$ cat src/common/trmc_params.svh
// Timing counts, widths and bit positions for the tag reader mode control.
`ifndef TRMC_PARAMS_SVH
`define TRMC_PARAMS_SVH
`define TRMC_XTAL_PERIOD_NS 125
`define TRMC_CLK_PERIOD_NS 40
`define TRMC_RW_TOGGLE_TIME_XTAL_PERIOD 8064
`define TRMC_RW_TOGGLE_EARLY_XTAL_PERIOD 7932
`define TRMC_STANDBY_HOLD_TIME_XTAL_PERIOD 16256
`define TRMC_STANDBY_HOLD_EARLY_XTAL_PERIOD 16128
`define TRMC_WAKE_XTAL_PERIOD 4096
`define TRMC_ACK_NS 100000
`define TRMC_DN(t) (((t) * `TRMC_XTAL_PERIOD_NS) / `TRMC_CLK_PERIOD_NS)
`define TRMC_UP(t) (((t) * `TRMC_XTAL_PERIOD_NS + `TRMC_CLK_PERIOD_NS - 1) / `TRMC_CLK_PERIOD_NS)
`define TRMC_RW_CYC `TRMC_DN(`TRMC_RW_TOGGLE_TIME_XTAL_PERIOD)
`define TRMC_RW_EARLY_CYC `TRMC_UP(`TRMC_RW_TOGGLE_EARLY_XTAL_PERIOD)
`define TRMC_SB_CYC `TRMC_DN(`TRMC_STANDBY_HOLD_TIME_XTAL_PERIOD)
`define TRMC_SB_EARLY_CYC `TRMC_UP(`TRMC_STANDBY_HOLD_EARLY_XTAL_PERIOD)
`define TRMC_WAKE_CYC `TRMC_DN(`TRMC_WAKE_XTAL_PERIOD)
`define TRMC_ACK_CYC (`TRMC_ACK_NS / `TRMC_CLK_PERIOD_NS)
`define TRMC_CNT_W 16
`define TRMC_CNT_ZERO 16'h0000
`define TRMC_CNT_ONE 16'h0001
`define TRMC_CNT_MAX 16'hffff
`define TRMC_SETTLE_CYC 16'h0008
`define TRMC_IN_N 5
`define TRMC_IN_HI 4
`define TRMC_IN_LO 3
`define TRMC_IN_MOD 2
`define TRMC_IN_LINE 1
`define TRMC_IN_TX 0
`endif

$ cat src/common/trmc_pkg.sv
// Types of the tag reader mode control.
package trmc_pkg;
   typedef enum logic [1:0] {
      CFG_A = 2'h0,
      CFG_B = 2'h1,
      CFG_C = 2'h2
   } trmc_cfg_t;
   typedef enum logic [2:0] {
      ST_READ = 3'h0,
      ST_WRITE = 3'h1,
      ST_HOLD = 3'h3,
      ST_ACK = 3'h2,
      ST_STBY = 3'h6,
      ST_WAKE = 3'h7
   } trmc_state_t;
endpackage : trmc_pkg

$ cat src/core/trmc_core.sv
// Mode control of the tag reader: strap decode, mode sequencing and pin routing.
`include "trmc_params.svh"
////////////////////////////////////////////////////////////////////////////////
// Overview of operation
// - Both straps low selects the one-wire bus configuration.
// - One-wire: start in read mode, tag data drives the line.
// - One-wire read: line held low past the toggle time enters write mode.
// - One-wire write: both antenna drivers follow the line level.
// - One-wire write: line idle high for the toggle time returns to read.
// - One-wire write: line low past the hold time requests standby.
// - After the line is released, one acknowledge pulse, then standby.
// - One-wire standby: oscillator off, drive a low, drive b high.
// - One-wire standby: rising line wakes; read mode after wake-up.
// - One-wire: direct data and monitor low, transmit input ignored.
// - Read/write toggle guaranteed at 8064 periods, allowed from 7932.
// - Standby hold guaranteed at 16256 periods, allowed from 16128.
// - Two-wire: modulation input drives antennas and shows on the line.
// - Two-wire: modulation low past hold time gives acknowledge, standby.
// - Two-wire standby: drive a low, drive b high.
// - Two-wire standby: rising modulation input wakes into read mode.
// - Two-wire: direct data and monitor low, transmit input ignored.
// - First strap high: direct mode, data and modulation on direct output.
// - Direct mode, second strap low: standby, drivers frozen, data low.
// - Direct mode: transmit high drives the line dominant, low releases.
// - Direct mode: monitor follows the line level, in standby too; standby ignores transmit and modulation.
// - Reset clears all state and switches both antenna drivers on.
////////////////////////////////////////////////////////////////////////////////
module trmc_core #(
   parameter logic [`TRMC_CNT_W-1:0] P_RW_CYC = `TRMC_CNT_W'(`TRMC_RW_CYC),
   parameter logic [`TRMC_CNT_W-1:0] P_RW_EARLY = `TRMC_CNT_W'(`TRMC_RW_EARLY_CYC),
   parameter logic [`TRMC_CNT_W-1:0] P_SB_CYC = `TRMC_CNT_W'(`TRMC_SB_CYC),
   parameter logic [`TRMC_CNT_W-1:0] P_SB_EARLY = `TRMC_CNT_W'(`TRMC_SB_EARLY_CYC),
   parameter logic [`TRMC_CNT_W-1:0] P_WAKE_CYC = `TRMC_CNT_W'(`TRMC_WAKE_CYC)
) (
   input logic i_clk,
   input logic i_rst_n,
   input logic i_config_strap_hi,
   input logic i_config_strap_lo,
   input logic i_modulation_in,
   input logic i_line_rx,
   input logic i_line_tx,
   input logic i_demod_data,
   output logic o_line_out,
   output logic o_line_oe,
   output logic o_antenna_drive_a,
   output logic o_antenna_drive_b,
   output logic o_direct_data,
   output logic o_line_monitor,
   output logic o_osc_enable,
   output trmc_pkg::trmc_state_t o_state,
   output trmc_pkg::trmc_cfg_t o_config
);
   import trmc_pkg::*;

   localparam logic [`TRMC_CNT_W-1:0] ACK_CYC = `TRMC_CNT_W'(`TRMC_ACK_CYC);

   function automatic trmc_cfg_t trmc_cfg_of(input logic hi, input logic lo);
      if (hi) begin
         return CFG_C;
      end
      return lo ? CFG_B : CFG_A;
   endfunction : trmc_cfg_of

   ////////////////////////////////////////////////////////////////////////////
   // Input synchronisers; a level is taken once the last two stages agree.
   logic [`TRMC_IN_N-1:0] raw;
   logic [`TRMC_IN_N-1:0] s1_reg;
   logic [`TRMC_IN_N-1:0] s2_reg;
   logic [`TRMC_IN_N-1:0] s3_reg;
   logic [`TRMC_IN_N-1:0] f_reg;

   assign raw = {i_config_strap_hi, i_config_strap_lo, i_modulation_in, i_line_rx, i_line_tx};

   genvar gi;
   generate
      for (gi = 0; gi < `TRMC_IN_N; gi++) begin : g_sync
         always_ff @(posedge i_clk) begin
            if (!i_rst_n) begin
               s1_reg[gi] <= 1'h0;
               s2_reg[gi] <= 1'h0;
               s3_reg[gi] <= 1'h0;
               f_reg[gi] <= 1'h0;
            end else begin
               s1_reg[gi] <= raw[gi];
               s2_reg[gi] <= s1_reg[gi];
               s3_reg[gi] <= s2_reg[gi];
               if (s2_reg[gi] == s3_reg[gi]) begin
                  f_reg[gi] <= s3_reg[gi];
               end
            end
         end
      end
   endgenerate

   logic lo_f;
   logic mod_f;
   logic line_f;
   logic tx_f;
   logic w_f;
   trmc_cfg_t cfg_now;

   assign lo_f = f_reg[`TRMC_IN_LO];
   assign mod_f = f_reg[`TRMC_IN_MOD];
   assign line_f = f_reg[`TRMC_IN_LINE];
   assign tx_f = f_reg[`TRMC_IN_TX];
   assign cfg_now = trmc_cfg_of(f_reg[`TRMC_IN_HI], lo_f);
   assign w_f = (cfg_now == CFG_A) ? line_f : mod_f;

   ////////////////////////////////////////////////////////////////////////////
   // Mode sequencer.
   trmc_state_t state_reg;
   trmc_state_t state_next;
   trmc_cfg_t cfg_reg;
   logic w_prev_reg;
   logic [`TRMC_CNT_W-1:0] run_cnt;
   logic [`TRMC_CNT_W-1:0] tmr_reg;
   logic st_chg;

   assign st_chg = (state_next != state_reg);

   always_comb begin
      state_next = state_reg;
      if (cfg_now != cfg_reg || cfg_now == CFG_C) begin
         state_next = ST_READ;
      end else begin
         case (state_reg)
            ST_READ: begin
               if (cfg_now == CFG_A && !w_f && run_cnt >= P_RW_CYC) begin
                  state_next = ST_WRITE;
               end else if (cfg_now == CFG_B && !w_f && run_cnt >= P_SB_CYC) begin
                  state_next = ST_ACK;
               end
            end
            ST_WRITE: begin
               if (w_f && run_cnt >= P_RW_CYC) begin
                  state_next = ST_READ;
               end else if (!w_f && run_cnt >= P_SB_CYC) begin
                  state_next = ST_HOLD;
               end
            end
            ST_HOLD: begin
               if (w_f) begin
                  state_next = ST_ACK;
               end
            end
            ST_ACK: begin
               if (tmr_reg >= ACK_CYC) begin
                  state_next = ST_STBY;
               end
            end
            ST_STBY: begin
               if (w_f && !w_prev_reg && tmr_reg >= `TRMC_SETTLE_CYC) begin
                  state_next = ST_WAKE;
               end
            end
            ST_WAKE: begin
               if (tmr_reg >= P_WAKE_CYC) begin
                  state_next = ST_READ;
               end
            end
            default: begin
               state_next = ST_READ;
            end
         endcase
      end
   end

   always_ff @(posedge i_clk) begin
      if (!i_rst_n) begin
         state_reg <= ST_READ;
         cfg_reg <= CFG_A;
      end else begin
         state_reg <= state_next;
         cfg_reg <= cfg_now;
      end
   end

   // Time the watched level since its last change or the last mode change.
   always_ff @(posedge i_clk) begin
      if (!i_rst_n) begin
         w_prev_reg <= 1'h0;
         run_cnt <= `TRMC_CNT_ZERO;
      end else begin
         w_prev_reg <= w_f;
         if (w_f != w_prev_reg || st_chg) begin
            run_cnt <= `TRMC_CNT_ZERO;
         end else if (run_cnt != `TRMC_CNT_MAX) begin
            run_cnt <= run_cnt + `TRMC_CNT_ONE;
         end
      end
   end

   // Time spent in the current mode, for acknowledge and wake-up.
   always_ff @(posedge i_clk) begin
      if (!i_rst_n) begin
         tmr_reg <= `TRMC_CNT_ZERO;
      end else if (st_chg) begin
         tmr_reg <= `TRMC_CNT_ZERO;
      end else if (tmr_reg != `TRMC_CNT_MAX) begin
         tmr_reg <= tmr_reg + `TRMC_CNT_ONE;
      end
   end

   ////////////////////////////////////////////////////////////////////////////
   // Antenna drivers.
   always_ff @(posedge i_clk) begin
      if (!i_rst_n) begin
         o_antenna_drive_a <= 1'h1;
         o_antenna_drive_b <= 1'h1;
      end else if (cfg_now == CFG_C) begin
         if (lo_f) begin
            o_antenna_drive_a <= mod_f;
            o_antenna_drive_b <= mod_f;
         end
      end else begin
         case (state_next)
            ST_WRITE, ST_HOLD: begin
               o_antenna_drive_a <= w_f;
               o_antenna_drive_b <= w_f;
            end
            ST_READ: begin
               o_antenna_drive_a <= (cfg_now == CFG_B) ? w_f : 1'h1;
               o_antenna_drive_b <= (cfg_now == CFG_B) ? w_f : 1'h1;
            end
            ST_STBY: begin
               o_antenna_drive_a <= 1'h0;
               o_antenna_drive_b <= 1'h1;
            end
            ST_ACK: begin
               o_antenna_drive_a <= o_antenna_drive_a;
               o_antenna_drive_b <= o_antenna_drive_b;
            end
            default: begin
               o_antenna_drive_a <= 1'h1;
               o_antenna_drive_b <= 1'h1;
            end
         endcase
      end
   end

   ////////////////////////////////////////////////////////////////////////////
   // Diagnostic line driver, open drain: enable high pulls the line low.
   assign o_line_out = 1'h0;

   always_ff @(posedge i_clk) begin
      if (!i_rst_n) begin
         o_line_oe <= 1'h0;
      end else if (cfg_now == CFG_C) begin
         o_line_oe <= lo_f & tx_f;
      end else begin
         case (state_next)
            ST_READ: begin
               if (cfg_now == CFG_A) begin
                  o_line_oe <= !i_demod_data;
               end else begin
                  o_line_oe <= !(i_demod_data & mod_f);
               end
            end
            ST_ACK: begin
               o_line_oe <= 1'h1;
            end
            default: begin
               o_line_oe <= 1'h0;
            end
         endcase
      end
   end

   ////////////////////////////////////////////////////////////////////////////
   // Direct data, line monitor and oscillator enable.
   always_ff @(posedge i_clk) begin
      if (!i_rst_n) begin
         o_direct_data <= 1'h0;
         o_line_monitor <= 1'h0;
         o_osc_enable <= 1'h1;
      end else if (cfg_now == CFG_C) begin
         o_direct_data <= lo_f & i_demod_data & mod_f;
         o_line_monitor <= line_f;
         o_osc_enable <= lo_f;
      end else begin
         o_direct_data <= 1'h0;
         o_line_monitor <= 1'h0;
         o_osc_enable <= (state_next != ST_STBY);
      end
   end

   assign o_state = state_reg;
   assign o_config = cfg_reg;
endmodule : trmc_core

$ cat config.mk
export PLATFORM = sky130hd
export DESIGN_NAME = trmc_core
export DESIGN_NICKNAME = d
export VERILOG_FILES = /design/src/common/trmc_pkg.sv /design/src/core/trmc_core.sv
export VERILOG_INCLUDE_DIRS = /design/src /design/src/common
export SDC_FILE = /design/constraint.sdc
export NUM_CORES = 1
export LEC_CHECK = 0
export ABC_AREA = 1
export BUFFER_PORTS_ARGS = -buffer_cell sky130_fd_sc_hd__buf_4
export CORE_MARGIN = 1.5
export CORE_UTILIZATION = 60
export CTS_CLUSTER_DIAMETER = 150
export DETAILED_ROUTE_END_ITERATION = 7
export PLACE_DENSITY_LB_ADDON = 0.3
export SLEW_MARGIN = 5
export SYNTH_ARGS = -nofsm -noshare
export SYNTH_HDL_FRONTEND = slang
export SYNTH_SLANG_ARGS = --single-unit
$ cat constraint.sdc
create_clock -name i_clk -period 2.6 [get_ports i_clk]
set_input_delay 0.52 -clock i_clk [delete_from_list [all_inputs] [get_ports i_clk]]
set_output_delay 0.52 -clock i_clk [all_outputs]
set_load 0.05 [all_outputs]
==> impl_metrics.ini, run 1 <==
[run_status]
status = finished clean

[timing]
max-slew-margin-rel_pct = 62.7
tns_ns = 0
slew_violations = 0
rsz0062_at_grt = true
setup_viol = 0
period_needed_ns = 2.36
hold_viol = 0
finalCritPeriodShare_pct = 90.8
finClkSkew_ns = 0.00863
worst_pin_slew_ns = 0.555
fmax_mhz = 424

[yosys]
ys_async_sr_fraction_pct = 0
ys_seq_elements = 64
synth_top_flop_cell = dfxtp_1
synth.distinct_cells = 34
synthesis.instances = 441
synth_edf_count = 0
avgSynthCellArea_sq_um = 7.11
synth_nets = 454
ys.warnings.count = 0
synth-seq-area-share_pct = 40.9
synth_area_sq_um = 3130

[critical_path]
cp_slowest_cell = dfxtp_1
slowest_delay_ns = 0.46
crit_top_cell = nand2_2
worstSetupEndpointType = register
worstSetupPathType = reg -> reg
crit_start = lo_f
cp.arrival_ns = 2.63
path_cells = inv_1 > nand2_2 > nand2_2 > o21ai_2 > inv_1 > ha_1 > nand4_1 > a21oi_1 > nor2_2 > nand3_2 > nand2_4 > nor2_2 > nor3_2 > nand2_2 > a21oi_1
path_max_fanout = 16
reg2reg_from = lo_f
required_ns = 2.87
worstSetupStartpointType = register

[floorplan]
start_util_pct = 61.8
core_area_sq_um = 5070
die_y_microns = 75.3
io_pins = 20
fp.dieW_microns = 75.3
die_area_sq_um = 5670
fp-row-count = 26

[detailed_routing]
drt-pass1-iter-count = 5
dr_total_vias = 2722
ant_nets = 0
drc = 0
dr_wl_met2_microns = 2850
viasPerCell = 5.06
wire_per_inst_microns = 11.4
dr.max_layer_used = met4
met3_wirelength_microns = 301
wl_microns = 6110
drt-met1-wl_microns = 2840
drtIter0Drc = 136

[cts]
cts-hold-fix-buffers = 0
clk-insertion-delay-late_ns = 0.34
clock-sinks = 64
cts_root_buf = clkbuf_8
cts.path.max_buffers = 2
cts_tree = yes
cts_resized = 0
numCtsBuffers = 9
clkTransAtPathRegs_ns = 0.07
postCtsSetupBuffers = 0
htree_levels = 3

[grt]
grt_pass1_wl_microns = 10300
grt-ovfl-total = 0
first_global_vias = 2412
grt_antenna_before_repair = 0
globalRouteTotalUtil_pct = 24.0
grt_start_max_net_pins = 26

[finish]
drive_gt1_share_pct = 13.9
final_core_util_pct = 69.2
syn_to_final_growth_pct = 12.0
n_antenna_cell = 0
nets = 477

[pwr]
ir_drop_mv = 0.487
p_per_area_nw_per_um2 = 707
leakagePower_uw = 0.00162

[run]
max_cap_violations = 0

[placed_design]
dp_hpwl_microns = 4290
gp_congestion = 0.949
io_buffer_count = 18

[worst_hold_path]
hold_path_class = in -> reg
hold_path.startpoint = i_config_strap_hi
-- area by class of cell --
cell class	instances	area, sq um
inverters	68	255
well taps	70	87.6
flip-flops and latches	64	1280
clock buffers	12	155
repair buffers	19	143
multi-input cells	302	1520
fillers	430	1570
clock inverters	3	65.1
-- Yosys cell counts (all sizes together) (4+ instances only) --
| master | count | area share (%) |
|---|---|---|
| a21oi | 17 | 2.7 |
| buf | 4 | 1.1 |
| dfxtp | 64 | 41 |
| ha | 5 | 2.0 |
| inv | 68 | 8.1 |
| nand2 | 94 | 12 |
| nand3 | 38 | 6.5 |
| nand4 | 10 | 2.0 |
| nor2 | 83 | 11 |
| nor3 | 9 | 1.8 |
| o21ai | 15 | 2.5 |
| xor2 | 17 | 4.8 |
-- per-stage QoR --
step	instance area, sq um	instances	hold slack, ns	setup WS [ns]	power (uW)
after floorplan	3130	441	0.390	0.410	1460
final	3510	538	0.360	0.240	2480
after global routing	3510	538	0.351	-0.00891	2600
after CTS	3510	538	0.347	0.236	2500
after global placement	3290	523	0.393	0.405	1530
after detailed placement	3290	523	0.401	0.276	1550
-- layout by cell type, fill, tap and decap left out --
master and count:
o21ai_0 14, nor2_4 1, nor3_1 7, a31oi_1 1
a21oi_1 17, nor2_2 11, inv_2 5, o31ai_1 1
nand2_4 1, bufinv_16 2, nand2_1 85, nor3_2 2
dfxtp_1 64, nand3_2 3, nor4_1 3, o21a_1 1
buf_4 19, clkbuf_8 11, nand3b_1 1, o21bai_1 1
inv_1 63, or2_1 2, nand4_1 10, o32ai_1 2
conb_1 1, clkinv_2 1, xor2_1 17, nand2_2 8
xnor2_1 1, nor2_1 71, clkbuf_1 1, ha_1 5
o21ai_2 1, nand3_1 35
-- kinds of logic (layout without fill, tap and decap cells) --
family | count (synthesis) | after routing | synth area share (%)
AND/OR/NAND/NOR | 240 | 240 | 34.7
AO/OA/AOI/OAI | 38 | 38 | 6.71
other | 1 | 1 | 0.120
buffers and inverters | 75 | 102 | 10.5
adder cells (fa/ha/maj) | 5 | 5 | 2.00
XOR/XNOR | 18 | 18 | 5.03
flip-flops | 64 | 64 | 40.9
-- worst paths after layout --
| check | slack, ns | endpoint | cells after the start |
|---|---|---|---|
| setup / recovery | 0.24 | tmr_reg[0] | 15 |
| hold / removal | 0.36 | s1_reg[4] | 3 |
| setup reg to reg | 0.24 | tmr_reg[0] | 15 |
| hold reg to reg | 0.41 | s2_reg[1] | 2 |
-- report_power, final --
group	internal [uW]	switching [uW]
Combinational	140	309
Clock	586	365
Sequential	1040	39.7
-- worst max-delay path: cells and delay by family, from the launching register on --
kind	cells	cell delay, ns
and+or+nand+nor	9	1.11
adders and majority gates	1	0.21
AOI/OAI and AO/OA	3	0.31
DFF	1	0.46
buffers and inverters	2	0.17
-- per-layer routing --
| layer | global-route usage (%) | vias to the layer above |
|---|---|---|
| li1 | - | 1427 |
| met1 | 30.6 | 1214 |
| met2 | 38.7 | 67 |
| met3 | 6.02 | 14 |
| met4 | 10.1 | 0 |
| met5 | 0 | - |
(Power assumes the default switching activity.)
==> run 2: changes to the inputs <==
==> constraint.sdc (replaced) <==
create_clock -name i_clk -period 2.6 [get_ports i_clk]
set_input_delay 0 -clock i_clk [delete_from_list [all_inputs] [get_ports i_clk]]
set_output_delay 0 -clock i_clk [all_outputs]
set_load 0.05 [all_outputs]
==> run 2 against run 1 <==
Net effect: clock power about the same; power up 0.82%; die area unchanged; via count up 1.8%; register-to-register slack worse by 0.02 ns; non-clock buffer count up 11; largest cell class unchanged; largest power group unchanged.
==> impl_metrics.ini, run 2 (synthesis gave the netlist of run 1 again) <==
[run_status]
status = finished clean

[cts]
clk-insertion-delay-late_ns = 0.34
postCtsSetupBuffers = 0
cts.path.max_buffers = 2
clock-sinks = 64
htree_levels = 3
cts_root_buf = clkbuf_8
numCtsBuffers = 9
clkTransAtPathRegs_ns = 0.07
cts_tree = yes

[timing]
finClkSkew_ns = 0.00952
max-slew-margin-rel_pct = 62.5
hold_viol = 0
tns_ns = 0
slew_violations = 0
worst_pin_slew_ns = 0.558
setup_viol = 0
finalCritPeriodShare_pct = 91.7
rsz0062_at_grt = true
fmax_mhz = 419
period_needed_ns = 2.38

[grt]
first_global_vias = 2480
grt_start_max_net_pins = 26
grt-ovfl-total = 0
grt_pass1_wl_microns = 10900
grt_antenna_before_repair = 0
globalRouteTotalUtil_pct = 25.5

[placed_design]
dp.cells = 523
dp_hpwl_microns = 4290
placed_area_sq_um = 3290
gp_congestion = 0.949
io_buffer_count = 18

[finish]
final_common_cell = nand2_1
stdcell_area_sq_um = 3620
syn_to_final_growth_pct = 15.5
n_antenna_cell = 0
most-common-layout-cells = nand2_1 (85), nor2_1 (71), dfxtp_1 (64)
nets = 488
layout.cells.non_filler = 549
drive_gt1_share_pct = 13.6
nFillCells = 403

[detailed_routing]
wl_microns = 6470
drt-pass1-iter-count = 5
ant_nets = 0
viasPerCell = 5.05
drc = 0
drtIter0Drc = 122
dr_total_vias = 2772
wire_per_inst_microns = 11.8

[pwr]
power_frac_comb_pct = 18.6
clockPowerShare_pct = 38.1
seqPwrFrac_pct = 43.3
p_int_uw = 1780
power_uw = 2500
leakagePower_uw = 0.00166
p_sw_uw = 723
p_per_area_nw_per_um2 = 691
ir_drop_mv = 0.488
power.share.switching_pct = 28.9

[critical_path]
ff2ff_path_depth = 15
worstSetupPathType = reg -> reg
cp.arrival_ns = 2.65
required_ns = 2.87
timing.reg2reg.setup_slack_ns = 0.22
worstSetupStartpointType = register
r2r_end = tmr_reg[0]
path_max_fanout = 16
worstSetupEndpointType = register
reg2reg_from = lo_f

[floorplan]
io_pins = 20
start_util_pct = 61.8
fp.dieW_microns = 75.3
die_area_sq_um = 5670
fp-row-count = 26
die_y_microns = 75.3
core_area_sq_um = 5070

[run]
max_cap_violations = 0

[worst_hold_path]
hold_path_class = in -> reg
hold_path.startpoint = i_line_rx
hold_end = s1_reg[1]
hold-path-cell-count = 4
## run 2: power groups by stage
stage / registers, uW / clock network, uW / logic, uW
final: 1080 / 954 / 465
after global routing: 1090 / 1010 / 519
after CTS: 1080 / 970 / 464
after detailed placement: 1100 / 0 / 442
after global placement: 1100 / 0 / 427
after floorplan: 1160 / 0 / 300
## run 2: per-layer routing
layer	part of all wire (%)	global-route usage, %	up-vias
li1	-	-	1449
met1	47	32.4	1256
met2	48	41.6	60
met3	4.2	6.29	7
met4	1.2	10.5	0
met5	0	0	-
## run 2: worst max path at each step
stage / end / slack, ns / startpoint / cells after the start
after floorplan: run_cnt[11] / 0.41 / o_state[2] / 13
after global placement: run_cnt[7] / 0.41 / lo_f / 16
after detailed placement: tmr_reg[0] / 0.28 / lo_f / 15
after CTS: tmr_reg[0] / 0.24 / lo_f / 15
after global routing: tmr_reg[0] / -0.02 / lo_f / 15
final: tmr_reg[0] / 0.22 / lo_f / 15
## run 2: area by class of cell
| type | instances | area, sq um | share of cell area [%] |
|---|---|---|---|
| timing repair buffer | 30 | 253 | 6.98 |
| clock inverter | 3 | 65.1 | 1.80 |
| clock buffer | 12 | 155 | 4.29 |
| inverter | 68 | 255 | 7.05 |
| tap | 70 | 87.6 | 2.42 |
| multi-input combinational | 302 | 1520 | 42.1 |
| sequential | 64 | 1280 | 35.4 |
## run 2: repair_timing
item	4_1_cts	5_1_grt
hold buffers	11	0
endpoints found under the hold margin	11	0
gates resized for setup	0	0
setup endpoints to repair	0	3
## run 2: worst max-delay path, cell delays in order, from the launching register on
cell	delay, ns
dfxtp_1	0.47
inv_1	0.09
nand2_2	0.11
nand2_2	0.06
o21ai_2	0.09
inv_1	0.09
ha_1	0.21
nand4_1	0.09
a21oi_1	0.05
nor2_2	0.12
nand3_2	0.11
nand2_4	0.10
nor2_2	0.04
nor3_2	0.24
nand2_2	0.25
a21oi_1	0.18
## run 2: stage by stage
stage               hold WS, ns  setup WS [ns]  util, %
finish                    0.393          0.216     71.3
global route              0.408        -0.0180     71.3
CTS                       0.388          0.236     71.3
detailed placement        0.185          0.276     64.8
global placement          0.182          0.405     64.8
floorplan                0.0976          0.410        -
